## src/rtl/wsc_pkg.sv

```systemverilog
// Constants and types for the half-duplex word serial channel.
// Assumes a 100 MHz system clock; line rates are derived from it.
package wsc_pkg;

    localparam int unsigned CLK_HZ = 100000000;
    localparam int unsigned WORD_W = 20;
    localparam int unsigned HOST_W = 18;
    localparam int unsigned FRAME_BITS = 22;

    // Line rates in bits per second, indexed by the speed setting
    localparam int unsigned RATE_600 = 600;
    localparam int unsigned RATE_1200 = 1200;
    localparam int unsigned RATE_1800 = 1800;
    localparam int unsigned RATE_2000 = 2000;
    localparam int unsigned RATE_2400 = 2400;
    localparam int unsigned RATE_3000 = 3000;

    // Speed setting codes
    localparam logic [2:0] SPD_600 = 3'h0;
    localparam logic [2:0] SPD_1200 = 3'h1;
    localparam logic [2:0] SPD_1800 = 3'h2;
    localparam logic [2:0] SPD_2000 = 3'h3;
    localparam logic [2:0] SPD_2400 = 3'h4;
    localparam logic [2:0] SPD_3000 = 3'h5;

    // Bit period in clock cycles, rounded down
    localparam logic [17:0] BIT_600 = 18'(CLK_HZ / RATE_600);
    localparam logic [17:0] BIT_1200 = 18'(CLK_HZ / RATE_1200);
    localparam logic [17:0] BIT_1800 = 18'(CLK_HZ / RATE_1800);
    localparam logic [17:0] BIT_2000 = 18'(CLK_HZ / RATE_2000);
    localparam logic [17:0] BIT_2400 = 18'(CLK_HZ / RATE_2400);
    localparam logic [17:0] BIT_3000 = 18'(CLK_HZ / RATE_3000);

    // External-function command codes
    localparam logic [3:0] FN_CLR_RX = 4'h1;
    localparam logic [3:0] FN_CLR_TX = 4'h2;
    localparam logic [3:0] FN_RX_MODE = 4'h3;
    localparam logic [3:0] FN_TX_MODE = 4'h4;

    // Status test codes
    localparam logic [3:0] ST_RX_FLAG = 4'h1;
    localparam logic [3:0] ST_TX_FLAG = 4'h2;

    // Field positions inside a 20-bit word (bit n of the word is index n-1)
    localparam int unsigned CB1_POS = 18;
    localparam int unsigned CB3_POS = 19;

    // Reset values
    localparam logic [WORD_W-1:0] WORD_RST = 20'h00000;
    localparam logic MARK = 1'b1;

    typedef enum logic [1:0] {
        RX_IDLE = 2'b00,
        RX_QUAL = 2'b01,
        RX_SHIFT = 2'b11
    } wsc_rx_state_t;

endpackage

```

## src/rtl/wsc_channel.sv

```systemverilog
// Half-duplex word serial channel: 22-bit frames of 20-bit words.
// Assumes host strobes are one-cycle pulses on sys_clk_i; line input is asynchronous.
`timescale 1ns/1ns
module wsc_channel #(
    parameter logic PAR_ODD = 1'b1,
    parameter logic PAR_COVER_CB1 = 1'b1
) (
    // Clock and reset
    input wire logic sys_clk_i,
    input wire logic rst_i,
    // Speed setting, a strap-like level
    input wire logic [2:0] speed_i,
    // External function and status test
    input wire logic drive_external_function_i,
    input wire logic [3:0] function_code_i,
    input wire logic external_status_test_i,
    input wire logic [3:0] status_code_i,
    output logic status_o,
    // Register transfers
    input wire logic register_transfer_rd_i,
    output logic [17:0] rd_data_o,
    output logic rd_valid_o,
    input wire logic register_transfer_wr_i,
    input wire logic [17:0] wr_data_i,
    // Control flip-flops
    output logic cb1_o,
    output logic cb3_o,
    // Serial line
    input wire logic line_rx_i,
    output logic line_tx_o,
    output logic carrier_o
);
    typedef struct packed {
        logic [1:0] rx_sync;
        wsc_pkg::wsc_rx_state_t rx_state;
        logic [17:0] rx_cnt;
        logic [4:0] rx_bits;
        logic [21:0] rx_shift;
        logic [19:0] rx_hold;
        logic rx_flag;
        logic [19:0] tx_hold;
        logic tx_flag;
        logic tx_mode;
        logic [20:0] tx_shift;
        logic [4:0] tx_left;
        logic [17:0] tx_cnt;
        logic line_tx;
        logic status;
        logic [17:0] rd_data;
        logic rd_valid;
        logic cb1;
        logic cb3;
    } wsc_st_t;

    wsc_st_t st_reg, st_next;
    logic buf_in_ready, buf_out_valid;
    logic [19:0] buf_out_data;
    logic [17:0] bit_cycles, half_bit;
    logic rx_step, tx_step, rx_done;

    // Bit period in cycles for a speed code
    function automatic logic [17:0] period_of(input logic [2:0] spd);
        unique case (spd)
            wsc_pkg::SPD_600: period_of = wsc_pkg::BIT_600;
            wsc_pkg::SPD_1200: period_of = wsc_pkg::BIT_1200;
            wsc_pkg::SPD_1800: period_of = wsc_pkg::BIT_1800;
            wsc_pkg::SPD_2000: period_of = wsc_pkg::BIT_2000;
            wsc_pkg::SPD_2400: period_of = wsc_pkg::BIT_2400;
            wsc_pkg::SPD_3000: period_of = wsc_pkg::BIT_3000;
            default: period_of = wsc_pkg::BIT_600;
        endcase
    endfunction

    // Word parity over bits 1-18 and optionally bit 19
    function automatic logic parity_of(input logic [17:0] d, input logic c1);
        parity_of = (^d) ^ (PAR_COVER_CB1 & c1) ^ PAR_ODD;
    endfunction

    // Transmit word: parity on top, then control bit one, then the host's 18 bits
    function automatic logic [19:0] tx_word_of(input logic [17:0] d, input logic c1);
        tx_word_of = {parity_of(d, c1), c1, d};
    endfunction

    assign bit_cycles = period_of(speed_i);
    // Odd periods round down, so a start bit qualifies at most one cycle early
    assign half_bit = bit_cycles >> 1;

    // One receiver sample and one transmitter step per bit period
    assign rx_step = st_reg.rx_cnt == 18'(bit_cycles - 18'h00001);
    assign tx_step = st_reg.tx_cnt == 18'h00000;
    // The last sample is the stop bit; the word is whole at that point
    assign rx_done = st_reg.rx_state == wsc_pkg::RX_SHIFT && rx_step
        && st_reg.rx_bits == 5'(wsc_pkg::FRAME_BITS - 1);

    // Finished words pass a two-entry buffer; the hold register always drains it,
    // so a slow host never stalls the shifter
    wsc_skid u_skid (
        .sys_clk_i(sys_clk_i),
        .rst_i(rst_i),
        .in_valid_i(rx_done && buf_in_ready),
        .in_ready_o(buf_in_ready),
        .in_data_i(st_reg.rx_shift[21:2]),
        .out_valid_o(buf_out_valid),
        .out_ready_i(1'b1),
        .out_data_o(buf_out_data)
    );

    always_comb begin
        st_next = st_reg;
        st_next.rx_sync = {st_reg.rx_sync[0], line_rx_i};
        st_next.rd_valid = 1'b0;

        // Receiver
        unique case (st_reg.rx_state)
            wsc_pkg::RX_IDLE: begin
                st_next.rx_cnt = 18'h00000;
                if (st_reg.rx_sync[1] != wsc_pkg::MARK) begin
                    st_next.rx_state = wsc_pkg::RX_QUAL;
                end
            end
            wsc_pkg::RX_QUAL: begin
                // Noise shorter than half a bit is dropped
                if (st_reg.rx_sync[1] == wsc_pkg::MARK) begin
                    st_next.rx_state = wsc_pkg::RX_IDLE;
                end else if (st_reg.rx_cnt >= half_bit) begin
                    // Mid start bit: shift it in, time the rest from here
                    st_next.rx_state = wsc_pkg::RX_SHIFT;
                    st_next.rx_cnt = 18'h00000;
                    st_next.rx_shift = {st_reg.rx_sync[1], 21'h000000};
                    st_next.rx_bits = 5'h01;
                end else begin
                    st_next.rx_cnt = 18'(st_reg.rx_cnt + 18'h00001);
                end
            end
            wsc_pkg::RX_SHIFT: begin
                if (rx_step) begin
                    st_next.rx_cnt = 18'h00000;
                    st_next.rx_shift = {st_reg.rx_sync[1], st_reg.rx_shift[21:1]};
                    st_next.rx_bits = 5'(st_reg.rx_bits + 5'h01);
                    if (rx_done) begin
                        // Full: word goes to the buffer, timer stops until the next start bit
                        st_next.rx_state = wsc_pkg::RX_IDLE;
                    end
                end else begin
                    st_next.rx_cnt = 18'(st_reg.rx_cnt + 18'h00001);
                end
            end
            default: st_next.rx_state = wsc_pkg::RX_IDLE;
        endcase

        // Host read returns the word split over three destinations
        if (register_transfer_rd_i) begin
            st_next.rd_data = st_reg.rx_hold[wsc_pkg::HOST_W-1:0];
            st_next.cb1 = st_reg.rx_hold[wsc_pkg::CB1_POS];
            st_next.cb3 = st_reg.rx_hold[wsc_pkg::CB3_POS];
            st_next.rd_valid = 1'b1;
            st_next.rx_flag = 1'b0;
            st_next.rx_hold = wsc_pkg::WORD_RST;
        end

        // Host write assembles bits 19 and 20 in hardware
        if (register_transfer_wr_i) begin
            st_next.tx_hold = tx_word_of(wr_data_i, st_reg.cb1);
            st_next.tx_flag = 1'b0;
        end

        // External functions; codes 5-15 and 0 do nothing
        if (drive_external_function_i) begin
            unique case (function_code_i)
                wsc_pkg::FN_CLR_RX: begin
                    st_next.rx_flag = 1'b0;
                    st_next.rx_hold = wsc_pkg::WORD_RST;
                end
                wsc_pkg::FN_CLR_TX: begin
                    st_next.tx_flag = 1'b0;
                    st_next.tx_hold = wsc_pkg::WORD_RST;
                end
                wsc_pkg::FN_RX_MODE: st_next.tx_mode = 1'b0;
                wsc_pkg::FN_TX_MODE: st_next.tx_mode = 1'b1;
                default: st_next.tx_mode = st_reg.tx_mode;
            endcase
        end

        // A buffered word lands even over an unread one; the set wins over a same-cycle clear
        if (buf_out_valid) begin
            st_next.rx_flag = 1'b1;
            st_next.rx_hold = buf_out_data;
        end

        // Receive mode cuts a frame short: the half-duplex line goes back to mark
        if (!st_reg.tx_mode) begin
            st_next.line_tx = wsc_pkg::MARK;
            st_next.tx_left = 5'h00;
            st_next.tx_cnt = 18'h00000;
        end else if (!tx_step) begin
            // Transmitter bit timer
            st_next.tx_cnt = 18'(st_reg.tx_cnt - 18'h00001);
        end else if (st_reg.tx_left != 5'h00) begin
            st_next.line_tx = st_reg.tx_shift[0];
            st_next.tx_shift = {wsc_pkg::MARK, st_reg.tx_shift[20:1]};
            st_next.tx_left = 5'(st_reg.tx_left - 5'h01);
            st_next.tx_cnt = 18'(bit_cycles - 18'h00001);
        end else if (!st_reg.tx_flag) begin
            // Load word: start bit now, 20 bits and stop bit follow
            st_next.line_tx = ~wsc_pkg::MARK;
            st_next.tx_shift = {wsc_pkg::MARK, st_reg.tx_hold};
            st_next.tx_left = 5'(wsc_pkg::FRAME_BITS - 1);
            st_next.tx_cnt = 18'(bit_cycles - 18'h00001);
            st_next.tx_flag = 1'b1;
        end else begin
            // Flag still set: hold stop bits until the host writes
            st_next.line_tx = wsc_pkg::MARK;
        end

        // Status test answer
        st_next.status = 1'b0;
        if (external_status_test_i) begin
            if (status_code_i == wsc_pkg::ST_RX_FLAG) begin
                st_next.status = st_reg.rx_flag;
            end else if (status_code_i == wsc_pkg::ST_TX_FLAG) begin
                st_next.status = st_reg.tx_flag;
            end
        end
    end

    always_ff @(posedge sys_clk_i) begin
        if (rst_i) begin
            st_reg <= '0;
            st_reg.rx_sync <= 2'h3;
            st_reg.line_tx <= 1'b1;
        end else begin
            st_reg <= st_next;
        end
    end

    assign status_o = st_reg.status;
    assign rd_data_o = st_reg.rd_data;
    assign rd_valid_o = st_reg.rd_valid;
    assign cb1_o = st_reg.cb1;
    assign cb3_o = st_reg.cb3;
    assign line_tx_o = st_reg.line_tx;
    assign carrier_o = st_reg.tx_mode;
endmodule

```

## src/rtl/wsc_skid.sv

```systemverilog
// Two-entry buffer with valid and ready on both sides.
// Assumes source and sink on sys_clk_i; output data comes from a register.
`timescale 1ns/1ns
module wsc_skid (
    // Clock and reset
    input wire logic sys_clk_i,
    input wire logic rst_i,
    // Filling side
    input wire logic in_valid_i,
    output logic in_ready_o,
    input wire logic [19:0] in_data_i,
    // Draining side
    output logic out_valid_o,
    input wire logic out_ready_i,
    output logic [19:0] out_data_o
);
    typedef struct packed {
        logic [1:0][19:0] mem;
        logic [1:0] count;
        logic rd;
        logic wr;
    } wsc_skid_st_t;

    wsc_skid_st_t st_reg, st_next;
    logic push, pop;

    assign push = in_valid_i && in_ready_o;
    assign pop = out_valid_o && out_ready_i;
    assign in_ready_o = st_reg.count != 2'h2;
    assign out_valid_o = st_reg.count != 2'h0;
    assign out_data_o = st_reg.mem[st_reg.rd];

    always_comb begin
        st_next = st_reg;
        if (push) begin
            st_next.mem[st_reg.wr] = in_data_i;
            st_next.wr = ~st_reg.wr;
        end
        if (pop) begin
            st_next.rd = ~st_reg.rd;
        end
        st_next.count = 2'(st_reg.count + {1'b0, push} - {1'b0, pop});
    end

    always_ff @(posedge sys_clk_i) begin
        if (rst_i) begin
            st_reg <= '0;
        end else begin
            st_reg <= st_next;
        end
    end
endmodule

```

## config.mk

```make
export PLATFORM = sky130hd
export DESIGN_NAME = wsc_channel
export DESIGN_NICKNAME = d
export VERILOG_FILES = /design/src/rtl/wsc_pkg.sv /design/src/rtl/wsc_channel.sv /design/src/rtl/wsc_skid.sv
export SDC_FILE = /design/constraint.sdc
export NUM_CORES = 1
export LEC_CHECK = 0
export ABC_AREA = 1
export BUFFER_PORTS_ARGS = -buffer_cell sky130_fd_sc_hd__clkbuf_2
export CAP_MARGIN = 20
export CORE_ASPECT_RATIO = 2
export CORE_MARGIN = 5
export CORE_UTILIZATION = 61
export DETAILED_ROUTE_END_ITERATION = 7
export GPL_ROUTABILITY_DRIVEN = 0
export GPL_TIMING_DRIVEN = 0
export PLACE_DENSITY_LB_ADDON = 0.3
export SLEW_MARGIN = 20
export SYNTH_ARGS = -nofsm -noshare
export SYNTH_HDL_FRONTEND = slang
export SYNTH_SLANG_ARGS = --single-unit
export TNS_END_PERCENT = 50
```

## constraint.sdc

```tcl
create_clock -name sys_clk_i -period 2.4 [get_ports sys_clk_i]
set_input_delay 0 -clock sys_clk_i [delete_from_list [all_inputs] [get_ports sys_clk_i]]
set_output_delay 0 -clock sys_clk_i [all_outputs]
set_load 0.05 [all_outputs]
```

==> summary by stage <==
Status
The flow ran to the end, and the final reports show no timing, DRC or antenna violations.

Layout
The fraction of final layout cells with drive strength greater than 1 is about an eighth. The number of flip-flops in the largest register is approximately 130. The number of antenna diodes in the final layout is 0.

In the final design database the tool counted 1646 nets. The layout-stage area growth over the synthesis result is 18.76%. Leaving out filler cells and counting taps, the final layout contains between 1500 and 2000.

The layout has between 1000 and 1500 filler cells. Leaving out fill and tap cells, the most frequent cells in the layout are sky130_fd_sc_hd__nand2_1, sky130_fd_sc_hd__nor2_1, sky130_fd_sc_hd__dfxtp_1. The share of the core filled with cells is roughly three quarters.

The library cell used most frequently in the layout, excluding fill and tap cells, is sky130_fd_sc_hd__nand2_1.

Floorplan
The floorplan step defined a die boundary enclosing just under 20000 sq um. The die boundary height is 192.1 microns. The total I/O pin count is 60.

Row generation in the floorplan step produced between 60 and 70 rows. The region available for standard cell placement spans 16270 sq um. The die is 101.1 microns wide. The initial utilization of the core area, before any placement, comes to between 60% and 70%.

Clock tree
The clock reaches the later pin of the worst-skew pair after about 500 ps. The total clock buffers created by CTS is 19. Counting every sink on the clock net gives 201. After clock tree synthesis, the clock-pin slew on the worst setup and hold paths is approximately 70 ps.

The H-tree depth is 1. In this run the clock root is driven by a sky130_fd_sc_hd__clkbuf_16. The buffer depth of the longest clock path is 3. TritonCTS built the clock tree.

STA
The routed design could run at a clock period as short as about 2300 ps. The worst clock skew is 12.40 ps. After routing, the total negative slack on setup checks comes to 0 ps. Setup violations remaining at the end of the flow were counted as 0. The tightest slew margin relative to the limit is roughly 49%.

The max-slew violation count is 0. At the pin with the least slew margin, the transition time is 758.7 ps. The final number of hold-violating endpoints is 0.

The final worst-path cycle share is roughly 96%. Based on the critical path, the design can be clocked at up to ~0.43 GHz.

Placement
The cell total after placement is roughly 1700. The number of port buffers is 57. The detailed placement HPWL is 20.24 mm.

Hold path
The launch instance of the worst min-delay path is drive_external_function_i. The count of cells along the worst hold path is 4. The min-delay analysis places its worst path in the category input port to flop. The endpoint of the worst hold-timing path is st_reg[89].

Synthesis
Dividing the synthesized area by the synthesized cell count gives between 6 and 7 sq um. The cell area that synthesis handed to floorplanning was a little over 10000 sq um. The most used flip-flop cell after synthesis is sky130_fd_sc_hd__dfxtp_1. After synthesis, the netlist uses between 40 and 50 different library cells. The most area-hungry cell type in the Yosys netlist is sky130_fd_sc_hd__dfxtp_1.

Counting every instance in the synthesized netlist gives about 1500. After synthesis, the share of flip-flops with an asynchronous set or reset is 0%. The share of synthesized area occupied by flip-flops and latches is about two fifths. The Yosys step of the flow raised 0 warnings. Synthesis produced a netlist with a net count of 1516. Yosys mapped a number of flops with a built-in enable equal to 0. The share of the synthesized area in the top cell type is around two fifths. The count of state elements after synthesis is 201.

After synthesis, the cell types taking the most area are sky130_fd_sc_hd__dfxtp_1, sky130_fd_sc_hd__nand2_1, sky130_fd_sc_hd__nor2_1.

Setup path
The data arrival time of the critical path is between 2000 and 3000 ps. In this run the critical register-to-register path is captured at st_reg[144]. In this run the worst setup path begins at st_reg[155]. The worst setup slack for register-to-register paths is 90 ps.

The startpoint identified for the worst register-to-register timing path is st_reg[155]. The startpoint kind of the worst setup timing path is a flop. The element type at the critical path end is a flop. The count of cells along the worst register-to-register path is 11. The maximum fanout along the worst path is 10. The path type of the worst setup path is flop to flop. STA puts the critical path data required time at 2820 ps.

Drt
The remaining routing DRC violations is 0. The routed design has ~29 mm of wire. The count of TritonRoute iterations in the first routing pass is 7.

After detailed routing, the number of vias per cell comes to 5.605. The post-route antenna net violation count is 0. Detailed routing placed a total of 15.56 mm of wire on met2. After detailed routing, the wire length on met1 is slightly below 10 mm. The uppermost metal layer occupied by signal nets is met4. The routed design uses roughly 1.4 mm of met3 wire. After detailed routing, the average wire length per cell comes to 16.09 microns.

The routed layout has 10100 vias. For this block, the initial DRC count from the detailed router was between 500 and 600.

Power and ir drop
The part of the power in combinational logic is between 10% and 20%. The internal portion of the total power is ~0.0054 W. In this run the power density over the cells is between 600 and 700 nW/um^2. IR analysis of the VDD net gives a maximum drop of about 640 uV.

The clock network power share is between 40% and 50%. Net switching is between 20% and 30% of the power. The net load switching power is 0.002046 W. In this run the static leakage power is around 5.5 nW. The share of total power in sequential cells is 45.9%.

GRT
Summed over all layers, the global routing overflow is 0. Entering global routing, the biggest net connects 17 pins. The initial antenna violation count is 0. Global routing used 28.60% of the available tracks. The number of global-route vias before repair came to 9483. The global-route wire length before repair is between 40 and 50 mm.

Job
The number of max-cap violations is 0.
[synthesized netlist by cell type (2+ instances only)]
| cell | number |
|---|---|
| sky130_fd_sc_hd__a21oi_1 | 131 |
| sky130_fd_sc_hd__nand2_4 | 3 |
| sky130_fd_sc_hd__o211ai_1 | 21 |
| sky130_fd_sc_hd__inv_2 | 5 |
| sky130_fd_sc_hd__nand2_1 | 310 |
| sky130_fd_sc_hd__or2_2 | 6 |
| sky130_fd_sc_hd__nor2_4 | 2 |
| sky130_fd_sc_hd__buf_2 | 11 |
| sky130_fd_sc_hd__dfxtp_1 | 201 |
| sky130_fd_sc_hd__nand3_1 | 87 |
| sky130_fd_sc_hd__o31ai_1 | 2 |
| sky130_fd_sc_hd__xnor2_1 | 15 |
| sky130_fd_sc_hd__a211oi_1 | 21 |
| sky130_fd_sc_hd__nor4_1 | 4 |
| sky130_fd_sc_hd__nand2_2 | 5 |
| sky130_fd_sc_hd__o21a_1 | 2 |
| sky130_fd_sc_hd__nor3_1 | 14 |
| sky130_fd_sc_hd__clkbuf_1 | 55 |
| sky130_fd_sc_hd__buf_4 | 22 |
| sky130_fd_sc_hd__clkinv_1 | 3 |
| sky130_fd_sc_hd__inv_1 | 154 |
| sky130_fd_sc_hd__nor2_1 | 219 |
| sky130_fd_sc_hd__nand4_1 | 31 |
| sky130_fd_sc_hd__a31oi_1 | 5 |
| sky130_fd_sc_hd__nand3_4 | 3 |
| sky130_fd_sc_hd__o21ai_0 | 54 |
| sky130_fd_sc_hd__nor2_2 | 4 |
| sky130_fd_sc_hd__xor2_1 | 28 |
| sky130_fd_sc_hd__nand3_2 | 3 |
| sky130_fd_sc_hd__ha_1 | 23 |
[layout make-up]
| type | count | area [sq um] | share of cell area, % |
|---|---|---|---|
| Tap cell | 204 | 255.2 | 2.125 |
| Timing Repair Buffer | 108 | 792.0 | 6.592 |
| Inverter | 163 | 620.6 | 5.166 |
| Multi-Input combinational cell | 1006 | 5225 | 43.49 |
| Sequential cell | 201 | 4026 | 33.51 |
| Clock buffer | 25 | 528.0 | 4.395 |
| Buffer | 88 | 493.0 | 4.103 |
| Clock inverter | 7 | 73.82 | 0.6145 |
[worst max-delay path: stages, from the launching register on]
cell,delay (ps)
sky130_fd_sc_hd__dfxtp_1,390
sky130_fd_sc_hd__inv_1,110
sky130_fd_sc_hd__nor2_2,250
sky130_fd_sc_hd__nand2_1,150
sky130_fd_sc_hd__inv_1,100
sky130_fd_sc_hd__nor2_1,60
sky130_fd_sc_hd__nand2_1,170
sky130_fd_sc_hd__clkinvlp_4,220
sky130_fd_sc_hd__nor2_4,240
sky130_fd_sc_hd__buf_2,280
sky130_fd_sc_hd__nand3_1,120
sky130_fd_sc_hd__a21oi_1,150
[cells by family after synthesis]
kind of cell	Yosys count	synth area share (%)
buf+inv	251	10.29
fa+ha+maj	23	2.845
compound gates	241	13.40
simple gates	698	29.97
xor+xnor	43	3.723
flops	201	39.78
[repair_timing]
action	4_1_cts	5_1_grt
buffers inserted	0	12
hold buffers	34	1
gates cloned	0	5
endpoints found under the hold margin	27	1
gates resized for setup	10	78
pin swaps	0	7
endpoints found under the setup margin	44	114
[power groups by stage]
stage	logic [W]	clock network, W	registers (W)
2_1_floorplan	0.000646	0	0.00350
3_3_place_gp	0.000888	0	0.00350
3_5_place_dp	0.000900	0	0.00350
4_1_cts	0.000957	0.00301	0.00343
5_1_grt	0.00116	0.00316	0.00343
6_report	0.00106	0.00299	0.00343
[per-layer routing]
| layer | vias up | GRT usage [%] |
|---|---|---|
| li1 | 4943 | - |
| met1 | 4607 | 27.82 |
| met2 | 395 | 53.88 |
| met3 | 156 | 3.453 |
| met4 | 0 | 19.82 |
| met5 | - | 0 |
[worst max-delay path by stage]
stage	to	slack, ps	cells after the start
5_1_grt	st_reg[149]	-80	11
4_1_cts	st_reg[38]	20	13
2_1_floorplan	st_reg[114]	190	19
3_5_place_dp	u_skid.st_reg[31]	-410	20
6_report	st_reg[144]	90	11
3_3_place_gp	u_skid.st_reg[34]	-370	20
[metrics by stage]
| stage | worst slack [ps] | instance area, sq um | total power, W | hold WS, ps |
|---|---|---|---|---|
| after floorplan | 192.6 | 10120 | 0.004150 | 92.11 |
| after global placement | -374.8 | 10660 | 0.004388 | 186.5 |
| after detailed placement | -410.9 | 10660 | 0.004401 | 190.3 |
| after CTS | 15.28 | 11630 | 0.007394 | 7.215 |
| after global routing | -79.16 | 12010 | 0.007749 | 69.28 |
| final | 85.76 | 12010 | 0.007472 | 31.06 |
Power figures use the tool's default switching activity.
